`src/hw/seg_addr_pkg.sv`:
```
// Shared types and constants for the segment address generator
package seg_addr_pkg;

    // ------------------------------------------------------------
    // Widths and field positions
    // ------------------------------------------------------------
    localparam int ADDR_W       = 32;
    localparam int SEL_W        = 16;
    localparam int SEL_INDEX_W  = 14;
    localparam int PORT_W       = 16;
    localparam int IMM_PORT_W   = 8;
    localparam int REAL_SHIFT   = 4;
    localparam int REG_COUNT    = 8;
    localparam int SEG_COUNT    = 6;

    localparam logic [ADDR_W-1:0] REAL_LIMIT   = 32'h0000_FFFF;
    localparam logic [ADDR_W-1:0] ZERO_ADDR    = 32'h0000_0000;
    localparam logic [PORT_W-1:0] RSVD_PORT_LO = 16'h00F8;
    localparam logic [PORT_W-1:0] RSVD_PORT_HI = 16'h00FF;

    // Memory-or-I/O space select levels
    localparam logic SPACE_MEM = 1'b1;
    localparam logic SPACE_IO  = 1'b0;

    // ------------------------------------------------------------
    // Segment register codes
    // ------------------------------------------------------------
    typedef enum logic [2:0] {
        SEG_EXTRA  = 3'h0,
        SEG_CODE   = 3'h1,
        SEG_STACK  = 3'h2,
        SEG_DATA   = 3'h3,
        SEG_ADD_A  = 3'h4,
        SEG_ADD_B  = 3'h5
    } seg_sel_t;

    // General register index that serves as stack pointer base
    localparam logic [2:0] STACK_POINTER_IDX = 3'h4;

    // Scale factor codes: shift of 0,1,2,3 gives 1,2,4,8
    typedef enum logic [1:0] {
        SCALE_1 = 2'h0,
        SCALE_2 = 2'h1,
        SCALE_4 = 2'h2,
        SCALE_8 = 2'h3
    } scale_t;

    // Kind of access requested
    typedef enum logic [2:0] {
        REF_FETCH   = 3'h0,
        REF_STACK   = 3'h1,
        REF_DATA    = 3'h2,
        REF_STRDEST = 3'h3,
        REF_IO_IMM  = 3'h4,
        REF_IO_PORT = 3'h5
    } ref_kind_t;

    // ------------------------------------------------------------
    // Carriers
    // ------------------------------------------------------------
    typedef struct packed {
        ref_kind_t          kind;
        logic               override_en;
        seg_sel_t           override_seg;
        logic               addr32;
        logic               use_base;
        logic [2:0]         base_idx;
        logic               use_index;
        logic [2:0]         index_idx;
        scale_t             scale;
        logic [ADDR_W-1:0]  disp;
        logic [IMM_PORT_W-1:0] imm_port;
    } addr_req_t;

    typedef struct packed {
        logic [ADDR_W-1:0] addr;
        logic              space;
        logic              fault;
        logic              reserved_port;
        seg_sel_t          seg;
    } addr_rsp_t;

endpackage

```
`src/hw/offset_adder.sv`:
```
// Effective offset adder: base plus scaled index plus displacement
`timescale 1ns/100ps
module offset_adder
    import seg_addr_pkg::*;
(
    // Operand components
    input  wire logic [ADDR_W-1:0] base_val,
    input  wire logic [ADDR_W-1:0] index_val,
    input  wire logic              use_base,
    input  wire logic              use_index,
    input  wire scale_t            scale,
    input  wire logic              addr32,
    input  wire logic [ADDR_W-1:0] disp,
    // Result
    output logic      [ADDR_W-1:0] offset
);

    // ------------------------------------------------------------
    // Component selection
    // ------------------------------------------------------------
    wire logic [ADDR_W-1:0] base_term;
    wire logic [ADDR_W-1:0] index_term;
    wire logic [ADDR_W-1:0] scaled_index;
    wire logic [1:0]        shift_amt;

    assign base_term    = use_base ? base_val : ZERO_ADDR;
    // No scaling in 16-bit addressing
    assign shift_amt    = addr32 ? scale : 2'h0;
    assign scaled_index = index_val << shift_amt;
    assign index_term   = use_index ? scaled_index : ZERO_ADDR;

    // Wraps modulo 2^32, as the offset space does
    assign offset = base_term + index_term + disp;

endmodule

```
`src/hw/segment_address_generator.sv`:
```
// Segment selection, linear and physical address generation, I/O port addressing
// ------------------------------------------------------------
// ------------------------------------------------------------
`timescale 1ns/100ps
module segment_address_generator
    import seg_addr_pkg::*;
(
    // Clock and reset
    input  wire logic              clock,
    input  wire logic              reset,
    // Processor state
    input  wire logic              protected_mode,
    input  wire logic              paging_enable,
    // Segment selector loads
    input  wire logic              seg_load,
    input  wire seg_sel_t          seg_load_idx,
    input  wire logic [SEL_W-1:0]  seg_load_selector,
    input  wire logic [ADDR_W-1:0] seg_load_base,
    // General register file and instruction pointer
    input  wire logic [ADDR_W-1:0] gp_regs [REG_COUNT],
    input  wire logic [ADDR_W-1:0] instr_pointer,
    input  wire logic [ADDR_W-1:0] destination_index_reg,
    input  wire logic [PORT_W-1:0] port_index_reg,
    // Address request
    input  wire logic              req_valid,
    input  wire addr_req_t         req,
    // Address result
    output addr_rsp_t              rsp,
    output logic                   rsp_valid,
    output logic [SEL_INDEX_W-1:0] rsp_selector_index
);

    // ------------------------------------------------------------
    // Segment register storage
    // ------------------------------------------------------------
    // Six selectors with their cached linear bases; bases may freely
    // overlap, any may be zero, so no checks are made on them.
    logic [SEL_W-1:0]  selector   [SEG_COUNT];
    logic [ADDR_W-1:0] seg_base   [SEG_COUNT];

    genvar g;
    generate
        for (g = 0; g < SEG_COUNT; g++) begin : g_seg
            wire logic hit;
            assign hit = seg_load && (seg_load_idx == seg_sel_t'(g));
            always_ff @(posedge clock) begin
                if (reset) begin
                    selector[g] <= 16'h0000;
                    seg_base[g] <= ZERO_ADDR;
                end else if (hit) begin
                    selector[g] <= seg_load_selector;
                    seg_base[g] <= seg_load_base;
                end
            end
        end
    endgenerate

    // ------------------------------------------------------------
    // Reference classification
    // ------------------------------------------------------------
    wire logic is_fetch;
    wire logic is_stack;
    wire logic is_data;
    wire logic is_strdest;
    wire logic is_io_imm;
    wire logic is_io_port;
    wire logic is_io;

    assign is_fetch   = (req.kind == REF_FETCH);
    assign is_stack   = (req.kind == REF_STACK);
    assign is_data    = (req.kind == REF_DATA);
    assign is_strdest = (req.kind == REF_STRDEST);
    assign is_io_imm  = (req.kind == REF_IO_IMM);
    assign is_io_port = (req.kind == REF_IO_PORT);
    assign is_io      = is_io_imm || is_io_port;

    // ------------------------------------------------------------
    // Segment selection
    // ------------------------------------------------------------
    wire logic     base_is_sp;
    wire seg_sel_t data_default;
    wire seg_sel_t data_seg;
    wire seg_sel_t chosen_seg;

    // Stack-pointer based data defaults to the stack segment
    assign base_is_sp   = req.use_base && (req.base_idx == STACK_POINTER_IDX);
    assign data_default = base_is_sp ? SEG_STACK : SEG_DATA;
    // For data references, override is the only path to extra and additional segments
    assign data_seg     = req.override_en ? req.override_seg : data_default;

    // Fetch, push/pop and string destination ignore any override
    assign chosen_seg = is_fetch   ? SEG_CODE  :
                        is_stack   ? SEG_STACK :
                        is_strdest ? SEG_EXTRA :
                                     data_seg;

    // ------------------------------------------------------------
    // Effective offset
    // ------------------------------------------------------------
    wire logic [ADDR_W-1:0] base_sel;
    wire logic [ADDR_W-1:0] index_sel;
    wire logic [ADDR_W-1:0] comp_offset;
    wire logic [ADDR_W-1:0] eff_offset;

    // String destination uses the destination index as its base
    assign base_sel  = is_strdest ? destination_index_reg : gp_regs[req.base_idx];
    assign index_sel = gp_regs[req.index_idx];

    offset_adder u_offset_adder (
        .base_val  (base_sel),
        .index_val (index_sel),
        .use_base  (req.use_base || is_strdest),
        .use_index (req.use_index && !is_strdest),
        .scale     (req.scale),
        .addr32    (req.addr32),
        .disp      (is_strdest ? ZERO_ADDR : req.disp),
        .offset    (comp_offset)
    );

    // Fetch offset is the instruction pointer
    assign eff_offset = is_fetch ? instr_pointer : comp_offset;

    // ------------------------------------------------------------
    // Linear address
    // ------------------------------------------------------------
    wire logic [SEL_W-1:0]  seg_selector;
    wire logic [ADDR_W-1:0] real_base;
    wire logic [ADDR_W-1:0] linear_addr;
    wire logic              real_overflow;

    assign seg_selector  = selector[chosen_seg];
    assign real_base     = {{(ADDR_W-SEL_W){1'b0}}, seg_selector} << REAL_SHIFT;
    assign linear_addr   = protected_mode ? (seg_base[chosen_seg] + eff_offset)
                                          : (real_base + eff_offset);
    // Address-size prefix does not lift the 64K real-mode limit
    assign real_overflow = !protected_mode && !is_io && (eff_offset > REAL_LIMIT);

    // ------------------------------------------------------------
    // Port address
    // ------------------------------------------------------------
    wire logic [PORT_W-1:0] port_addr;
    wire logic [ADDR_W-1:0] port_phys;
    wire logic              port_reserved;

    assign port_addr     = is_io_imm ? {{(PORT_W-IMM_PORT_W){1'b0}}, req.imm_port}
                                     : port_index_reg;
    // Upper address lines zero, no segment or page translation
    assign port_phys     = {{(ADDR_W-PORT_W){1'b0}}, port_addr};
    // Flagged only; the reserved range is the system's to avoid
    assign port_reserved = (port_addr >= RSVD_PORT_LO) && (port_addr <= RSVD_PORT_HI);

    // ------------------------------------------------------------
    // Physical address and result
    // ------------------------------------------------------------
    // Paging translation lives elsewhere; with paging off this is the
    // physical address, with it on the page unit consumes it as linear.
    wire logic [ADDR_W-1:0] phys_addr;
    wire addr_rsp_t         next_rsp;
    wire logic [SEL_INDEX_W-1:0] next_sel_index;

    assign phys_addr = is_io ? port_phys : linear_addr;

    assign next_rsp.addr          = real_overflow ? ZERO_ADDR : phys_addr;
    assign next_rsp.space         = is_io ? SPACE_IO : SPACE_MEM;
    assign next_rsp.fault         = real_overflow;
    assign next_rsp.reserved_port = is_io && port_reserved;
    assign next_rsp.seg           = chosen_seg;
    // Top fourteen selector bits index one of 16K descriptors
    assign next_sel_index = seg_selector[SEL_W-1 -: SEL_INDEX_W];

    wire logic unused_ok;
    assign unused_ok = paging_enable & is_data;

    always_ff @(posedge clock) begin
        if (reset) begin
            rsp                <= '{addr: ZERO_ADDR, space: SPACE_MEM, fault: 1'b0,
                                    reserved_port: 1'b0, seg: SEG_EXTRA};
            rsp_valid          <= 1'b0;
            rsp_selector_index <= '0;
        end else begin
            rsp_valid          <= req_valid;
            if (req_valid) begin
                rsp                <= next_rsp;
                rsp_selector_index <= next_sel_index;
            end
        end
    end

endmodule

```
`config.mk`:
```
export PLATFORM = sky130hd
export DESIGN_NAME = segment_address_generator
export DESIGN_NICKNAME = d
export VERILOG_FILES = /design/src/hw/seg_addr_pkg.sv /design/src/hw/offset_adder.sv /design/src/hw/segment_address_generator.sv
export SDC_FILE = /design/constraint.sdc
export NUM_CORES = 1
export LEC_CHECK = 0
export BUFFER_PORTS_ARGS = -buffer_cell sky130_fd_sc_hd__buf_2
export CORE_MARGIN = 1
export CORE_UTILIZATION = 45
export CTS_CLUSTER_SIZE = 10
export DETAILED_ROUTE_END_ITERATION = 8
export PLACE_DENSITY = 0.75
export SLEW_MARGIN = 30
export SYNTH_ARGS = -nofsm -noshare
export SYNTH_HDL_FRONTEND = slang
export SYNTH_HIERARCHICAL = 1
export SYNTH_SLANG_ARGS = --single-unit
```
`constraint.sdc`:
```
create_clock -name clock -period 9.1 [get_ports clock]
set_input_delay 0.91 -clock clock [delete_from_list [all_inputs] [get_ports clock]]
set_output_delay 0.91 -clock clock [all_outputs]
set_load 0.01 [all_outputs]
```
* Word-level counts from Yosys, hierarchy flattened
Memories as Yosys holds them, arrays and structs flattened.
Cells that the tools add are included.
** Word-level totals
- Flip-flop bits (word level) :: 53
- Memory bits (writable) :: 288
- Input bits :: 451
- Output and inout port bits :: 53
- Logic and storage cells :: 116
- Memories kept :: 2
** Cells by class
- Add/subtract/negate cells :: 4
- Order comparisons :: 5
- Eq/ne operators :: 10
- Shift operators :: 1
- Multiplexer cells :: 54
- Bitwise operators :: 14
- Reduce and logical (&&, ||, !) cells :: 19
** Memory list
- seg_base :: depth 6, width 32, read ports 1, clocked after Yosys merged registers in 0, write ports 6, RTL line segment_address_generator.sv:39 : logic [ADDR_W-1:0] seg_base [SEG_COUNT];
- selector :: depth 6, width 16, read ports 1, clocked after Yosys merged registers in 0, write ports 6, RTL line segment_address_generator.sv:38 : logic [SEL_W-1:0] selector [SEG_COUNT];
** Operators by type and width (number)
- $mux W32 :: 18
- $bmux W32 S3 :: 2
- $mux W16 :: 7
- $add A32 B32 Y32 :: 3
- $add A20 B32 Y32 :: 1
- $gt A32 B16 Y1 const B :: 1
- $shl A32 B2 Y32 :: 1
- $mux W1 :: 22
- $ge A16 B8 Y1 const B :: 1
- $le A16 B8 Y1 const B :: 1
- $eq A3 B3 Y1 const B :: 5
- $logic_and A1 B1 Y1 :: 12
- $mux W3 :: 4
- $or A1 B1 Y1 :: 12
- $eq A3 B2 Y1 const B :: 3
- $ge A4 B4 Y1 const B :: 2
- $not A3 Y4 :: 2
- $eq A3 B1 Y1 const B :: 2
- $logic_not A3 Y1 :: 2
- $logic_not A1 Y1 :: 3
- $logic_or A1 B1 Y1 :: 2
- $mux W2 :: 1

* Logic depth before layout (Yosys ltp)
- Depth in word-level cells :: 13
- Depth in mapped cells :: 32

* Hierarchy
Netlist, hierarchy kept.
** Modules (own cells, without submodules)
- segment_address_generator :: instances 1, cells each 1977, area an instance 22482.8 um^2, seq. area each 9709.3 um^2
- offset_adder :: instances 1, cells each 410, area an instance 3191.8 um^2, seq. area each 0.0 um^2

* Least setup slack after synthesis
OpenSTA, ideal clock, no wires.
- Kind :: input-to-reg
- Start :: input req[42] (netlist bit)
- End :: register rsp[33] (netlist bit)
- Setup time :: 0.117 ns
- Arrival :: 7.311 ns
- Data required time :: 8.983 ns
- Setup slack :: 1.672 ns
- Stages :: 25
- Cells stage by stage :: clkbuf_1 buf_1 mux4_2 mux2_2 mux2i_1 o22ai_1 fa_1 fa_1 a21o_1 a221o_1 a211o_2 a31oi_1 xnor2_1 mux2_2 ha_1 or4_1 a21oi_1 o21ai_0 o21ai_1 nand2_2 a21oi_1 o21ai_1 a211o_1 a21o_1 a22o_1
** On the way
- Longest elaborated chain between the ends :: 13
- Elaborated cells on any way between the ends :: 16
- Classes of those cells :: add/sub (4); order compare (1); shift (1); mux (8); bitwise (1); reduce/logical (1)
** RTL lines
- start: declaration :: RTL line segment_address_generator.sv:26 : input wire addr_req_t req,
- $not A3 Y4 (not written as such) * :: RTL line segment_address_generator.sv:107 : assign index_sel = gp_regs[req.index_idx];
- $bmux W32 S3 * :: RTL line segment_address_generator.sv:107
- $mux W32 (not written as such) * (2 in a row) :: RTL line segment_address_generator.sv:107
- net index_sel[2] :: RTL line segment_address_generator.sv:101 : wire logic [ADDR_W-1:0] index_sel;
- $shl A32 B2 Y32 * :: RTL line offset_adder.sv:29 : assign scaled_index = index_val << shift_amt;
- $mux W32 * :: RTL line offset_adder.sv:30 : assign index_term = use_index ? scaled_index : ZERO_ADDR;
- $add A32 B32 Y32 * (2 in a row) :: RTL line offset_adder.sv:33 : assign offset = base_term + index_term + disp;
- net comp_offset[19] :: RTL line segment_address_generator.sv:102 : wire logic [ADDR_W-1:0] comp_offset;
- $mux W32 * :: RTL line segment_address_generator.sv:121 : assign eff_offset = is_fetch ? instr_pointer : comp_offset;
- $add A20 B32 Y32 / $add A32 B32 Y32 (equally long branches) :: RTL line segment_address_generator.sv:134, segment_address_generator.sv:133
- $mux W32 :: RTL line segment_address_generator.sv:133 : assign linear_addr = protected_mode ? (seg_base[chosen_seg] + eff_offset)
- $mux W32 :: RTL line segment_address_generator.sv:161 : assign phys_addr = is_io ? port_phys : linear_addr;
- $mux W32 * :: RTL line segment_address_generator.sv:163 : assign next_rsp.addr = real_overflow ? ZERO_ADDR : phys_addr;
- end signal: assignment :: RTL line segment_address_generator.sv:176 : rsp <= '{addr: ZERO_ADDR, space: SPACE_MEM, fault: 1'b0,
- end signal: assignment :: RTL line segment_address_generator.sv:183 : rsp <= next_rsp;
- end: declaration :: RTL line segment_address_generator.sv:28 : output addr_rsp_t rsp,
The timed path passes the listed nets; every way through them passes the cells marked *. The select of a mux whose other input is x is not followed.
A chain may end at the register's enable or synchronous reset.

* Final worst setup path
- Start :: input req[42] (netlist bit)
- End :: register rsp[37] (netlist bit)
Same word-level chain as after synthesis.

==> metrics.md <==
| Metric | Value |
|---|---|
| Chip height | around 240 µm |
| TritonCTS clock tree | built |
| Post-synthesis sequential area ratio | between 30% and 40% |
| Worst clock skew on the final layout | about 0.016 ns |
| Final antenna-violating net count | 0 |
| Sink count of the clock tree | 341 |
| Wire length of the first global-routing pass | approximately 130 mm |
| Simple-gate share of the synthesized area | a little under a fifth |
| Worst slew margin | 38.02% |
| Commonest cells post-synth | sky130_fd_sc_hd__and2_1 (351), sky130_fd_sc_hd__edfxtp_1 (288), sky130_fd_sc_hd__nand2_1 (242) |
| Synth warn | 6 |
| Placed cells | approximately 3500 |
| Cells after Synth | ~2400 |
| CTS Buf Count | 40 |
| Cell type with the largest total area after synthesis | sky130_fd_sc_hd__edfxtp_1 |
| Area growth from synthesis to layout | 17.75% |
| Min-delay src | rsp[23] |
| Post-route total power | 0.006432 W |
| Number of enable flip-flop cells after synthesis | between 200 and 300 |
| Peak supply drop | 0.1320 mV |
| Worst setup slack after layout | between 1.5 and 2 ns |
| Endpoint type of the worst setup path | flip-flop |
| Highest Clock Rate | about 140 MHz |
| Total wirelength of the detailed-routed design | a little over 90 mm |
| Hpwl dp | roughly 68 mm |
| Remaining routing DRC violations | 0 |
| Setup repair after global routing missed its margin | no |
| Reported leakage power | approximately 13 nW |
| Nets in the synthesized netlist | ~3000 |
| All-Layer GR Usage | between 30% and 40% |
| Core outline area | ~56000 µm² |
| Routed wire per std cell | ~25 µm |
| Share of synthesized registers carrying an async set or reset | 0% |
| Count of unique library cells instantiated by Yosys | between 80 and 90 |
| Input/output buffers | 502 |
| Clk Tree Root Cell | sky130_fd_sc_hd__clkbuf_16 |
| Arithmetic-cell share of the synthesized area counting full adders, half adders and majority gates | 6.647% |
| Total gr overflow | 0 |
| Largest net degree at the start of global routing | between 90 and 100 |
| Number of standard cells in the layout, taps in and fillers out | about 3600 |
| Cells taking the most area after synthesis | sky130_fd_sc_hd__edfxtp_1 (34%), sky130_fd_sc_hd__mux4_2 (15%), sky130_fd_sc_hd__and2_1 (8.6%) |
| Antenna violations before repair | 50 |
| Die Span X | between 200 and 250 µm |
| Worst-case clock buffer depth | 3 |
| Primary flip-flop cell chosen by synthesis mapping | sky130_fd_sc_hd__edfxtp_1 |
| Fraction of layout instances using a drive strength above 1 | between 30% and 40% |
| Total of cells resized after clock tree synthesis | 0 |
| Count of pins over their slew limit | 0 |
| Post-place setup slack | roughly 1.2 ns |
| Critical path type | input pin to flip-flop |
| Clock-pin slew on the worst setup and hold paths | ~0.06 ns |
| Cells traversed along the worst timing path | buf_4, mux4_2, mux2_2, mux2i_1, o22ai_1, fa_1, fa_1, a21o_1, a221o_1, a211o_2, a31oi_1, xnor2_1, mux2_2, ha_1, or4_1, a21oi_1, o21ai_0, o21ai_1, a21oi_2, o31ai_4, a22oi_1, a21oi_1, xnor2_1, a22o_1 |
| Type of element launching the critical path | input pin |
| Initial core utilization | 45.53% |
| Mean cell area of the mapped netlist | 10.76 µm² |
| Vias after detailed routing | around 21000 |
| Register bit total from synthesis | between 300 and 400 |
| Insertion delay to the later sink of the worst-skew pair | around 0.56 ns |
| Starting DRT DRC Count | between 1500 and 2000 |
| Pre-antenna DRT Iters | 7 |
| Average vias per placed instance | a little under 6 |
| Portion of the clock cycle consumed by the worst path in the final layout | 81.24% |
| Worst hold slack across all endpoints | approximately 0.45 ns |
| Shortest period the worst path allows | roughly 7.4 ns |
| Count of pins on the block boundary | approximately 500 |
| Total number of H-tree levels | 2 |
| Power density of the placed cells | 212.7 nW/µm² |
| Total setup violations reported at the end of the flow | 0 |
| Data arrival time at the worst-slack endpoint | roughly 7.8 ns |
| Placer's final routability congestion estimate | between 0.9 and 1 |
| Worst setup path startpoint | req[42] |
| Measured slew at the worst slew-check pin | a little over 0.9 ns |
| Run status | completed |
| Count of endpoints failing hold in the final timing report | 0 |
| Number of buffers added to fix hold violations after cts | 0 |
| Dominant combinational cell family by area after synthesis | multiplexers |
| Number of setup buffers added after CTS | 0 |
| Critical Path Slowest Stage Cell | sky130_fd_sc_hd__mux4_2 |
| Total number of placement rows | slightly below 90 |
| Setup TNS | 0 ns |
| Via count of the first global-routing pass | 21410 |
| Post-synthesis mux area share | between 20% and 30% |
| Share of the synthesized area in the top cell type | roughly a third |
| Floorplan die area | just under 60000 µm² |
| Parity-gate share of the synthesized area counting xor and xnor cells | approximately 2.3% |
| Longest individual stage delay on the worst path | ~0.63 ns |
| Total of max-cap violations | 0 |
| Compound-Gate Fraction of Synth Area | 9.235% |
| Netlist Area Pre-Place | around 26000 µm² |
| WP data required | between 9 and 10 ns |
| Type of the tightest min-delay check | flip-flop to flip-flop |
| Count leader, synth | sky130_fd_sc_hd__and2_1 |
| Final-stage net count | 3383 |
| Critical Path Fanout Max | 40 |
| Worst r2r src | seg_base[1][0] |
kinds of logic after synthesis:
| family | count (synthesis) |
|---|---|
| AND/OR/NAND/NOR | 968 |
| AO/OA/AOI/OAI | 360 |
| flip-flops | 341 |
| multiplexers | 336 |
| buffers and inverters | 200 |
| adder cells (fa/ha/maj) | 116 |
| XOR/XNOR | 66 |
placed cells by master (no fill, tap or decap), types with 10 or more instances in the layout:
cell type	netlist	routed
sky130_fd_sc_hd__nand2b_1	15	15
sky130_fd_sc_hd__a211oi_1	18	18
sky130_fd_sc_hd__nor3_1	23	19
sky130_fd_sc_hd__nor2b_1	10	10
sky130_fd_sc_hd__nor2_1	241	241
sky130_fd_sc_hd__and2_1	351	351
sky130_fd_sc_hd__mux4_2	175	175
sky130_fd_sc_hd__mux2i_1	104	104
sky130_fd_sc_hd__fa_1	34	34
sky130_fd_sc_hd__ha_1	82	82
sky130_fd_sc_hd__nand2_1	242	240
sky130_fd_sc_hd__o22ai_1	32	31
sky130_fd_sc_hd__buf_2	20	500
sky130_fd_sc_hd__nand3_1	31	31
sky130_fd_sc_hd__diode_2	0	39
sky130_fd_sc_hd__xnor2_1	44	44
sky130_fd_sc_hd__edfxtp_1	288	288
sky130_fd_sc_hd__mux2_2	54	54
sky130_fd_sc_hd__xor2_1	22	22
sky130_fd_sc_hd__o21ai_0	49	49
sky130_fd_sc_hd__inv_1	41	41
sky130_fd_sc_hd__clkbuf_16	0	40
sky130_fd_sc_hd__a21oi_1	115	115
sky130_fd_sc_hd__buf_4	0	42
sky130_fd_sc_hd__o211ai_1	14	14
sky130_fd_sc_hd__dfxtp_1	53	53
sky130_fd_sc_hd__and3_1	14	14
sky130_fd_sc_hd__clkbuf_1	106	23
sky130_fd_sc_hd__a21o_1	30	30
area by class of cell:
cell class                      count  area, µm²
Tap cell                          756      945.9
Clock buffer                       64       1101
Multi-Input combinational cell   1846      15270
Fill cell                        4974      26160
Antenna cell                       39      97.59
Timing Repair Buffer              544       2858
Inverter                           43      161.4
Clock inverter                      5      85.08
Sequential cell                   341       9709
worst max-delay path, delay by kind of cell:
kind                       cells  cell delay [ns]
AOI/OAI and AO/OA             13             2.83
xor gates and xnor gates       2             0.24
adders and majority gates      3             1.21
buffers and inverters          1             0.57
muxes                          4             1.46
and+or+nand+nor                1             0.51
final timing paths:
kind	to	slack [ns]	cells after the start
max reg2reg	rsp[34]	5.04	16
min reg2reg	rsp[23]	0.45	2
max	rsp[37]	1.71	24
min	rsp[23]	0.45	2
routing by layer:
layer	vias to the layer above	track usage (%)	part of all wire, %	wire length (µm)
li1	9665	-	-	-
met1	10440	32.85	34	31150
met2	1069	54.28	51	46790
met3	252	6.828	7.6	6962
met4	22	21.38	7.2	6560
met5	-	0.5892	0.15	141
power by group:
group / switching (W) / internal (W)
registers: 0.0000464 / 0.00182
logic: 0.00179 / 0.00132
clock network: 0.000631 / 0.000835
sequential cells by signal, indices dropped and copies added (netlist names):
register            flops
rsp                    38
rsp_selector_index     14
rsp_valid               1
seg_base              192
selector               96
per-stage QoR:
step	utilization, %	instance area [µm²]
2_1_floorplan	-	25670
3_3_place_gp	51.34	28950
3_5_place_dp	51.34	28950
4_1_cts	53.44	30130
5_1_grt	53.57	30210
6_report	53.61	30230
No activity file was read; power rests on OpenSTA's default activity.
